**src/adc_port_consts.svh**
```systemverilog
`ifndef ADC_PORT_CONSTS_SVH
`define ADC_PORT_CONSTS_SVH

// falling shift-clock edges counted from the start bit
`define FALL_SAMPLE   6'h02
`define FALL_HOLD     6'h04
`define FALL_FIRST    6'h05
`define FALL_LAST     6'h10
`define FALL_LSB_END  6'h1b
`define FALL_MAX      6'h3f
`define CFG_BITS      2'h3
`define CODE_ZERO     12'h000
`define TRIAL_FIRST   12'h800
`define TRIAL_ONE     12'h001

`endif

```
**src/adc_port_pkg.sv**
```systemverilog
package adc_port_pkg;
  typedef enum logic [1:0] {seq_wait_start, seq_config, seq_run} seq_t;

  typedef struct packed {
    logic input_mode_bit;
    logic odd_sign_bit;
    logic output_order_bit;
  } mux_cfg_t;

  typedef struct packed {
    logic [1:0] plus_sel;
    logic [2:0] minus_sel;
  } mux_route_t;
endpackage

```
**src/adc_serial_sample_shutdown_ctl.sv**
```systemverilog
`timescale 1ns/10ps
`include "adc_port_consts.svh"

// Behaviour
// - results are straight binary, zero code at 0 V, all ones one LSB below reference.
// - on shared wire, drive data low on fourth falling edge after start bit.
// - active only while select_shutdown_n low; full shutdown while it is high.
// - at conversion end power down bias and reference; keep shifting LSB-first or zeros.
// - power down after conversion even with select held low; only shifting stays clocked.
// - while select high, shift clock and serial input do not affect state.
// - sampling window opens while bit before output_order_bit shifts in.
// - falling edge after output_order_bit received enters hold and starts conversion.
// - data changes on falling shift-clock edges, captured on rising edges.
// - leading zeros ignored; first one is start; three config bits; rest ignored.
// - decode input_mode_bit and polarity into single-ended or differential routing.
// - output_order_bit one gives zeros after MSB-first; zero appends LSB-first result.
module adc_serial_sample_shutdown_ctl (
  input  wire logic                    clk_in,
  input  wire logic                    rstn_in,
  input  wire logic                    select_shutdown_n_in,
  input  wire logic                    shift_clk_in,
  input  wire logic                    data_in,
  input  wire logic                    comparator_in,
  output logic                         data_out,
  output logic                         data_oe_out,
  output logic                         sample_window_out,
  output logic                         hold_out,
  output logic                         powered_out,
  output logic                         ref_hiz_out,
  output logic [11:0]                  trial_code_out,
  output adc_port_pkg::mux_route_t     mux_route_out
);
  import adc_port_pkg::*;

  // ****************************************
  // pin synchronisers
  // ****************************************
  logic       cs_s1, cs_s2, sck_s1, sck_s2, sck_s3, din_s1, din_s2, cmp_s1, cmp_s2;

  always_ff @(posedge clk_in) begin
    if (!rstn_in) begin
      cs_s1  <= 1'b1;
      cs_s2  <= 1'b1;
      sck_s1 <= 1'b0;
      sck_s2 <= 1'b0;
      sck_s3 <= 1'b0;
      din_s1 <= 1'b0;
      din_s2 <= 1'b0;
      cmp_s1 <= 1'b0;
      cmp_s2 <= 1'b0;
    end else begin
      cs_s1  <= select_shutdown_n_in;
      cs_s2  <= cs_s1;
      sck_s1 <= shift_clk_in;
      sck_s2 <= sck_s1;
      sck_s3 <= sck_s2;
      din_s1 <= data_in;
      din_s2 <= din_s1;
      cmp_s1 <= comparator_in;
      cmp_s2 <= cmp_s1;
    end
  end

  wire active   = ~cs_s2;
  wire sck_rise = sck_s2 & ~sck_s3;
  wire sck_fall = ~sck_s2 & sck_s3;

  // ****************************************
  // sequencer state
  // ****************************************
  seq_t        seq;
  logic [1:0]  cfg_cnt;
  mux_cfg_t    cfg;
  logic [5:0]  fall_cnt;
  logic [11:0] result;
  logic        conv_done;

  wire [5:0]  nf         = (fall_cnt == `FALL_MAX) ? fall_cnt : fall_cnt + 6'h01;
  wire        run_fall   = sck_fall && (seq != seq_wait_start);
  wire        in_conv    = (nf >= `FALL_FIRST) && (nf <= `FALL_LAST);
  wire        in_lsb     = (nf > `FALL_LAST) && (nf <= `FALL_LSB_END) && !cfg.output_order_bit;
  wire [3:0]  conv_idx   = 4'(`FALL_LAST - nf);
  wire [3:0]  lsb_idx    = 4'(nf - `FALL_LAST);
  // straight binary: each kept comparator decision is the code bit itself
  wire [11:0] kept_code  = result | ({11'h000, cmp_s2} << conv_idx);
  wire [11:0] next_trial = kept_code | ((conv_idx != 4'h0) ?
                           (`TRIAL_ONE << (conv_idx - 4'h1)) : `CODE_ZERO);
  wire        start_seen = sck_rise && (seq == seq_wait_start) && din_s2;

  always_ff @(posedge clk_in) begin
    if (!rstn_in || !active) begin
      seq      <= seq_wait_start;
      cfg_cnt  <= 2'h0;
      cfg      <= '0;
      fall_cnt <= 6'h00;
      result   <= `CODE_ZERO;
    end else begin
      case (seq)
        seq_wait_start: if (start_seen) begin
          seq <= seq_config;
        end
        seq_config: if (sck_rise) begin
          cfg     <= {cfg.odd_sign_bit, cfg.output_order_bit, din_s2};
          cfg_cnt <= cfg_cnt + 2'h1;
          if (cfg_cnt == `CFG_BITS - 2'h1) begin
            seq <= seq_run;
          end
        end
        seq_run: ;
        default: seq <= seq_wait_start;
      endcase
      if (run_fall) begin
        fall_cnt <= nf;
        if (in_conv) begin
          result <= kept_code;
        end
      end
    end
  end

  // ****************************************
  // analog control and data pin
  // ****************************************
  wire next_done = conv_done || (run_fall && nf == `FALL_LAST);
  wire next_pwr  = active && !next_done;

  always_ff @(posedge clk_in) begin
    if (!rstn_in || !active) begin
      conv_done         <= 1'b0;
      data_out          <= 1'b0;
      data_oe_out       <= 1'b0;
      sample_window_out <= 1'b0;
      hold_out          <= 1'b0;
      powered_out       <= 1'b0;
      ref_hiz_out       <= 1'b1;
      trial_code_out    <= `TRIAL_FIRST;
    end else begin
      conv_done   <= next_done;
      powered_out <= next_pwr;
      ref_hiz_out <= !next_pwr;
      if (run_fall) begin
        if (nf == `FALL_SAMPLE) begin
          sample_window_out <= 1'b1;
        end
        if (nf == `FALL_HOLD) begin
          sample_window_out <= 1'b0;
          hold_out          <= 1'b1;
          data_oe_out       <= 1'b1;
          data_out          <= 1'b0;
        end else if (in_conv) begin
          data_out       <= cmp_s2;
          trial_code_out <= next_trial;
        end else if (in_lsb) begin
          data_out <= result[lsb_idx];
        end else begin
          data_out <= 1'b0;
        end
        if (nf == `FALL_LAST) begin
          hold_out <= 1'b0;
        end
      end
    end
  end

  // ****************************************
  // channel routing
  // ****************************************
  wire [1:0] plus_dec  = cfg.odd_sign_bit ? 2'h2 : 2'h1;
  wire [2:0] minus_dec = cfg.input_mode_bit ? 3'h4 : (cfg.odd_sign_bit ? 3'h1 : 3'h2);

  always_ff @(posedge clk_in) begin
    if (!rstn_in || !active || seq != seq_run) begin
      mux_route_out <= '0;
    end else begin
      mux_route_out <= '{plus_sel: plus_dec, minus_sel: minus_dec};
    end
  end
endmodule

```
**config.mk**
```make
export PLATFORM = sky130hd
export DESIGN_NAME = adc_serial_sample_shutdown_ctl
export DESIGN_NICKNAME = d
export VERILOG_FILES = /design/src/adc_port_pkg.sv /design/src/adc_serial_sample_shutdown_ctl.sv
export VERILOG_INCLUDE_DIRS = /design/src
export SDC_FILE = /design/constraint.sdc
export NUM_CORES = 1
export LEC_CHECK = 0
export ABC_AREA = 1
export BUFFER_PORTS_ARGS = -buffer_cell sky130_fd_sc_hd__buf_2
export CAP_MARGIN = 20
export CORE_UTILIZATION = 36
export DETAILED_ROUTE_END_ITERATION = 16
export PLACE_DENSITY = 0.56
export SETUP_SLACK_MARGIN = 0.4
export SLEW_MARGIN = 10
export SYNTH_ARGS = -nofsm -noshare
export SYNTH_HDL_FRONTEND = slang
export SYNTH_SLANG_ARGS = --single-unit
export TNS_END_PERCENT = 5
```
**constraint.sdc**
```tcl
create_clock -name clk_in -period 4.95 [get_ports clk_in]
set_clock_uncertainty 0.2 [all_clocks]
set_input_delay 0.7425 -clock clk_in [delete_from_list [all_inputs] [get_ports clk_in]]
set_output_delay 0.7425 -clock clk_in [all_outputs]
set_load 0.05 [all_outputs]
```
[Word level (Yosys, flattened, before mapping)]
Index checks and enable logic that the tools add are counted.
Word-level totals
  logic and storage cells: 105
  register bits: 58
  output and inout bits: 23
  input port bits: 6
Operators by class
  add/sub/neg operators: 5
  bitwise gates (word level): 9
  order comparisons: 5
  reductions and logical operators: 28
  muxes and demuxes: 18
  shift operators: 2
  equality and inequality tests: 11
Operators with widths (number)
  OR 12 bit: 2
  less-or-equal comparator 6 x 5 -> 1 bit (second input constant): 2
  two-way mux 12 bit: 1
  left shift 1 x 4 -> 12 bit: 1
  left shift 1 x 4 -> 12 bit (first input constant): 1
  two-way mux 2 bit: 5
  AND reduction 2 bit: 5
  logical AND 1 bit: 8
  two-way mux 1 bit: 8
  inequality test 2 bit (second input constant): 4
  subtractor 4 x 1 -> 4 bit (second input constant): 2
  adder 6 x 1 -> 6 bit (second input constant): 1
  == test 6 x 2 -> 1 bit (second input constant): 1
  == test 6 x 3 -> 1 bit (second input constant): 1
  == test 6 x 5 -> 1 bit (second input constant): 1
  == test 6 bit (second input constant): 1
  greater-or-equal comparator 6 x 3 -> 1 bit (second input constant): 1
  greater-than comparator 6 x 5 -> 1 bit (second input constant): 1
  two-way mux 6 bit: 1
  case mux 2 bit (3 select lines): 1
  nonzero test 2 bit: 3
  less-than comparator 4 x 5 -> 1 bit (second input constant): 1
  NOT 1 bit: 5
  binary-select mux 1 bit (select 4 bit): 1
  13 further kinds: 20

[Longest topological paths before layout]
Gate-level depths: netlist of the first run.
  word-level depth: 8
  gate-level depth with buffers: 16

[Least setup slack after synthesis of the first run]
OpenSTA, ideal clock, no wires.
  kind: register to register
  start: register fall_cnt[0]
  end: register trial_code_out[0]
  setup time: 109 ps
  arrival time: 1861 ps
  stages on the path, launching flop included: 14
  setup slack: 2780 ps
  period minus slack after synthesis: 2170 ps
  cell sequence: dfxtp_1 -> ha_1 -> nand3_2 -> o21bai_2 -> nand2_2 -> nor2_4 -> nand3_2 -> nand2_2 -> nand2_4 -> nor2_8 -> buf_6 -> nand3_1 -> nand2_1 -> inv_1
Between the ends
  cells in the longest elaborated chain, start to end: 7
  elaborated cells on any way between the ends: 17
  those cells by class: add/sub (3); order compare (2); eq/ne (2); shift (2); mux (2); bitwise (3); reduce/logical (3)
RTL lines
  start, declared: RTL line adc_serial_sample_shutdown_ctl.sv:74  | logic [5:0] fall_cnt;
  start signal, assigned: RTL line adc_serial_sample_shutdown_ctl.sv:113  | fall_cnt <= nf;
  adder 6 x 1 -> 6 bit / == test 6 bit (equally long branches)
  two-way mux 6 bit (*): RTL line adc_serial_sample_shutdown_ctl.sv:78  | wire [5:0] nf = (fall_cnt == `FALL_MAX) ? fall_cnt : fall_cnt + 6'h01;
  subtractor 1 x 4 -> 4 bit (no source line)
  subtractor 4 x 1 -> 4 bit: RTL line adc_serial_sample_shutdown_ctl.sv:87  | (`TRIAL_ONE << (conv_idx - 4'h1)) : `CODE_ZERO);
  left shift 1 x 4 -> 12 bit (no source line)
  two-way mux 12 bit (no source line)
  OR 12 bit: RTL line adc_serial_sample_shutdown_ctl.sv:86  | wire [11:0] next_trial = kept_code | ((conv_idx != 4'h0) ?
  end signal, assigned: RTL line adc_serial_sample_shutdown_ctl.sv:136  | trial_code_out <= `TRIAL_FIRST;
  end signal, assigned: RTL line adc_serial_sample_shutdown_ctl.sv:152  | trial_code_out <= next_trial;
  end, declared: RTL line adc_serial_sample_shutdown_ctl.sv:30  | output logic [11:0] trial_code_out,
Mark *: on every way between the ends. The rest lies on a longest branch, timed or not.
A chain may end at the register's enable or synchronous reset.

[Final worst setup path of the first run]
  start: register fall_cnt[0]
  end: register trial_code_out[6]
The elaborated chain is that of the path after synthesis.

==> results of run 1 <==
[per-layer routing]
metal	wire length, µm	share of wire
met1	3331	0.50
met2	2915	0.44
met3	317	0.048
met4	75	0.011
met5	0	0
[power by group through the flow]
stage | logic, µW | registers [µW] | clock network, µW
3_5_place_dp | 12.9 | 483 | 0
3_3_place_gp | 12.7 | 482 | 0
4_1_cts | 12.9 | 472 | 427
2_1_floorplan | 7.17 | 484 | 0
6_report | 12.6 | 472 | 413
5_1_grt | 14.4 | 472 | 445
[flip-flops by register name, indices dropped and copies added, names as in the netlist, 2 cells and up]
signal and count:
mux_route_out 5, cfg 3, fall_cnt 6, result 12
trial_code_out 12, cfg_cnt 2, seq 2
[cell usage after synthesis (3+ instances only)]
cell type / instances / share of area
or2_2: 3 / 0.0066
o21a_1: 3 / 0.0079
nor2_1: 48 / 0.063
a21oi_1: 32 / 0.056
nand3_2: 4 / 0.014
nand3_1: 28 / 0.049
inv_1: 51 / 0.067
nand2_4: 5 / 0.020
o21ai_1: 9 / 0.016
ha_1: 5 / 0.022
inv_2: 6 / 0.0079
o21ai_0: 15 / 0.026
nand4_1: 4 / 0.0088
nand2_2: 13 / 0.029
dfxtp_1: 58 / 0.41
nand2_1: 93 / 0.12
nor2_4: 3 / 0.012
clkbuf_1: 5 / 0.0066
[per-stage QoR]
stage | power, µW | std cells | hold WS (ns) | instance area, µm² | util
after floorplan | 490.7 | 404 | 0.1905 | 2844 | -
after detailed placement | 495.4 | 528 | 0.2023 | 3084 | 0.4012
after CTS | 911.7 | 543 | 0.2182 | 3267 | 0.4250
final | 898.1 | 543 | 0.2145 | 3267 | 0.4250
after global placement | 495.1 | 528 | 0.1946 | 3084 | 0.4012
after global routing | 931.5 | 543 | 0.2435 | 3267 | 0.4250
[kinds of logic after synthesis]
kind of cell | share of synthesized area
flops | 0.4083
simple gates | 0.3436
fa+ha+maj | 0.02200
compound gates | 0.1333
buf+inv | 0.08975
xor+xnor | 0.003080
[path summary, 6_finish.rpt]
| check | startpoint | to | slack (ns) | depth (start not counted) |
|---|---|---|---|---|
| min | cmp_s1 | cmp_s2 | 0.21 | 2 |
| max | fall_cnt[0] | trial_code_out[6] | 2.36 | 12 |
| max reg2reg | fall_cnt[0] | trial_code_out[6] | 2.36 | 12 |
| min reg2reg | cmp_s1 | cmp_s2 | 0.21 | 2 |
[critical path, stage by stage (launching register included)]
cell      delay (ns)
dfxtp_1         0.46
ha_1            0.29
nand3_2         0.12
o21bai_2        0.19
nand2_2         0.18
nor2_4          0.20
nand3_2         0.10
nand2_2         0.11
nand2_4         0.08
nor2_8          0.25
nand3_1         0.16
nor2_1          0.13
nor2_1          0.04
[layout make-up]
type,instances,area [µm²]
clock buffers,9,123.9
clock inverters,6,58.81
fillers,830,4420
inverters,58,217.7
multi-input cells,281,1430
flip-flops and latches,58,1161
well taps,102,127.6
repair buffers,29,147.6
==> impl_metrics.toml, run 1 <==
[power_and_ir_drop]
swShare = 0.2194
power.share.sequential = 0.526
p_sw_uw = 197.1
ir_drop_mv = 0.1944
clockPowerShare = 0.460
p_leak_uw = 0.001484
internal_power_uw = 701.1
powerDensity_nw_per_um2 = 274.9
comb_power_share = 0.014

[critical_path]
crit_type = "reg -> reg"
crit_fanout = 18
cp-end-kind = "flip-flop"
arrival_ns = 2.63
start_kind = "flip-flop"
required_ns = 4.99

[floorplanning]
die_x_um = 90.88
fp.coreArea_um2 = 7687
design.die.area_um2 = 8259
rows = 32
die_y_um = 90.88
initial_core_util = 0.3700
io-pin-count = 29

[logic_synthesis]
ys_ff_latch = 58
ys.flop_type = "dfxtp_1"
synthCells = 404
synth_area_per_cell_um2 = 7.040
synth-edff-count = 0
yosys_warnings = 0
syn-num-nets = 415
syn_area_um2 = 2844
yosysSeqAreaShare = 0.4083
synth_cell_type_count = 31
async_flop_share = 0

[timing]
fmax_mhz = 385.7
post-route-period-util = 0.5238
timing.slew.headroom = 0.5510
worst_pin_slew_ns = 0.6699
worst_slack_ns = 2.357
final_max_slew_viol_count = 0
tns_ns = 0
timing_hold_violations_final = 0
finalSetupViolCount = 0
period_minus_slack_ns = 2.593
rsz0062_at_grt = "false"

[global_routing]
overflow = 0
grt_pass1_wl_mm = 11.21
busiest_layer = "met2"
grt_max_degree = 33
use_met1 = 0.2314
use_met2 = 0.2633
use_met3 = 0.04461
grt_usage = 0.1725
first_global_vias = 2349
antenna_found_initial = 0

[final_layout]
layout.cells.most_common = "nand2_1"
syn2layout_area_growth_pct = 14.87
finalNetCount = 448
final_cell_mix = "nand2_1 (93), dfxtp_1 (58), inv_1 (51), nor2_1 (47), a21oi_1 (32)"
antenna_cells = 0
drive_above_1_share = 0.1905

[route]
viasPerCell = 4.722
drt_iter0_markers = 178
drc = 0
wire_per_inst_um = 12.23
dr.pass1.iters = 4
wirelength_mm = 6.639
postRouteAntennaNets = 0
num_vias = 2564

[cts]
cts_max_level = 3
hold_buffers = 0
cts_buffer_depth = 2
path_clk_slew_ns = 0.06
cts_made_buffers = 9
cts_sinks = 58
root_buffer = "clkbuf_8"
cts_resized = 0
post_cts_buffers = 0
clock_latency_ns = 0.34
tritoncts = "yes"

[job]
maxCapViolCount = 0

[worst_hold_path]
hold_path.class = "reg -> reg"

[outcome]
status = "complete, no violations"

[placement]
dp_hpwl_mm = 4.905
gp_congestion = 0.9207
dp_slack_ns = 2.364
io_buffers = 28
No activity file was read; power rests on OpenSTA's default activity.
==> inputs of run 2 (changes only) <==
- clock period: 4.95 -> 2.7 ns (I/O delays scaled with it)
==> impl_metrics.toml, run 2 (synthesis gave the netlist of run 1 again) <==
[outcome]
status = "complete, no violations"

[cts]
clock_latency_ns = 0.34
path_clk_slew_ns = 0.07
root_buffer = "clkbuf_8"
cts_sinks = 58
cts_max_level = 3
cts_buffer_depth = 2
cts_made_buffers = 9
tritoncts = "yes"

[final_layout]
utilization = 0.4461
syn2layout_area_growth_pct = 20.59
multi_input_area_um2 = 1500
design_area_um2 = 3430
regArea_um2 = 1170
nFillCells = 806
layout.cells.most_common = "nand2_1"
antenna_cells = 0
final_cell_mix = "nand2_1 (91), dfxtp_1 (55), inv_1 (51), nor2_1 (45), a21oi_1 (31)"
drive_above_1_share = 0.2318
largestRegisters = "result x12, trial_code_out x12, fall_cnt x6"
finalNetCount = 459
fin_cells = 555

[route]
drt_iter0_markers = 129
wirelength_mm = 6.897
wire_per_inst_um = 12.43
dr.pass1.iters = 4
num_vias = 2571
viasPerCell = 4.632
postRouteAntennaNets = 0
drc = 0

[timing]
rsz0062_at_grt = "true"
period_minus_slack_ns = 2.258
fmax_mhz = 442.8
worst_slack_ns = 0.4415
worst_pin_slew_ns = 0.5003
timing.slew.headroom = 0.6661
post-route-period-util = 0.8365
final_max_slew_viol_count = 0
timing_hold_violations_final = 0
tns_ns = 0
finalSetupViolCount = 0

[placement]
dp_slack_ns = 0.1525
io_buffers = 28
dp.cells = 531
dpl_cell_area_um2 = 3107
dp_hpwl_mm = 4.922
gp_congestion = 0.9062

[power_and_ir_drop]
powerDensity_nw_per_um2 = 468.7
p_leak_uw = 0.001529
ir_drop_mv = 0.3334

[critical_path]
arrival_ns = 2.29
cp_cell_sequence = "ha_4 > nand2_2 > nor2_4 > nand3_1 > nand2_4 > nor2_4 > nand2_2 > nand2_2 > nand2_4 > nand2_1 > nand2_1 > nor2_1 > o21ai_1 > nand2_1"
cpMaxStageDelayCell = "dfxtp_4"
crit_fanout = 10
cp-end-kind = "flip-flop"
crit_type = "reg -> reg"
critPathTopFamily = "simple AND/OR/NAND/NOR gates"
r2r_slack_ns = 0.44
start_kind = "flip-flop"
required_ns = 2.73
crit_buf_inv = 0
critPathMaxStageDelay_ns = 0.39

[global_routing]
grt_max_degree = 24
grt_pass1_wl_mm = 11.50
first_global_vias = 2432
overflow = 0
grt_usage = 0.1783
antenna_found_initial = 0

[job]
maxCapViolCount = 0

[floorplanning]
rows = 32
io-pin-count = 29
die_y_um = 90.88
fp.coreArea_um2 = 7687
design.die.area_um2 = 8259
die_x_um = 90.88
initial_core_util = 0.3700

[worst_hold_path]
hold_path.class = "in -> reg"
[run 2: worst paths after layout]
kind / start / endpoint / cells after the start
worst max-delay path: fall_cnt[0] / trial_code_out[11] / 14
worst min-delay path: shift_clk_in / sck_s1 / 3
worst max register to register: fall_cnt[0] / trial_code_out[11] / 14
worst min register to register: cs_s1 / cs_s2 / 1
[run 2: through the flow]
step	hold slack, ns	power (µW)
global route	0.04383	1673
floorplan	0.1905	899.7
global placement	0.1965	907.9
detailed placement	0.1979	908.1
CTS	0.03007	1627
finish	0.04256	1607
[run 2: layer usage]
metal | routed length, µm | vias to the layer above | track usage
li1 | - | 1373 | -
met5 | 0 | - | 0
met3 | 245 | 9 | 0.04040
met4 | 95 | 0 | 0.06349
met2 | 2991 | 41 | 0.2734
met1 | 3564 | 1148 | 0.2447
[run 2: layout make-up]
cell class,count,share of cell area
tap,102,0.03721
sequential,58,0.3411
multi-input combinational,282,0.4374
inverter,58,0.06348
timing repair buffer,39,0.06859
clock inverter,6,0.01204
clock buffer,10,0.04013
[run 2: tightest hold or removal path, stage by stage]
cell     delay, ns
buf_2         0.07
nand2_1       0.04
inv_1         0.04
[run 2: timing repair]
item	CTS	global route
hold buffers	0	0
setup buffers	4	3
hold endpoints to repair	0	0
endpoints found under the setup margin	25	25
cloned	1	0
pin swaps	1	2
resized for setup	9	9
[run 2: power by group]
| group | switching (µW) | total [µW] | internal, µW |
|---|---|---|---|
| registers | 3.02 | 863 | 860 |
| clock network | 364 | 721 | 357 |
| logic | 15.3 | 23.2 | 7.89 |
| total | 383 | 1610 | 1220 |
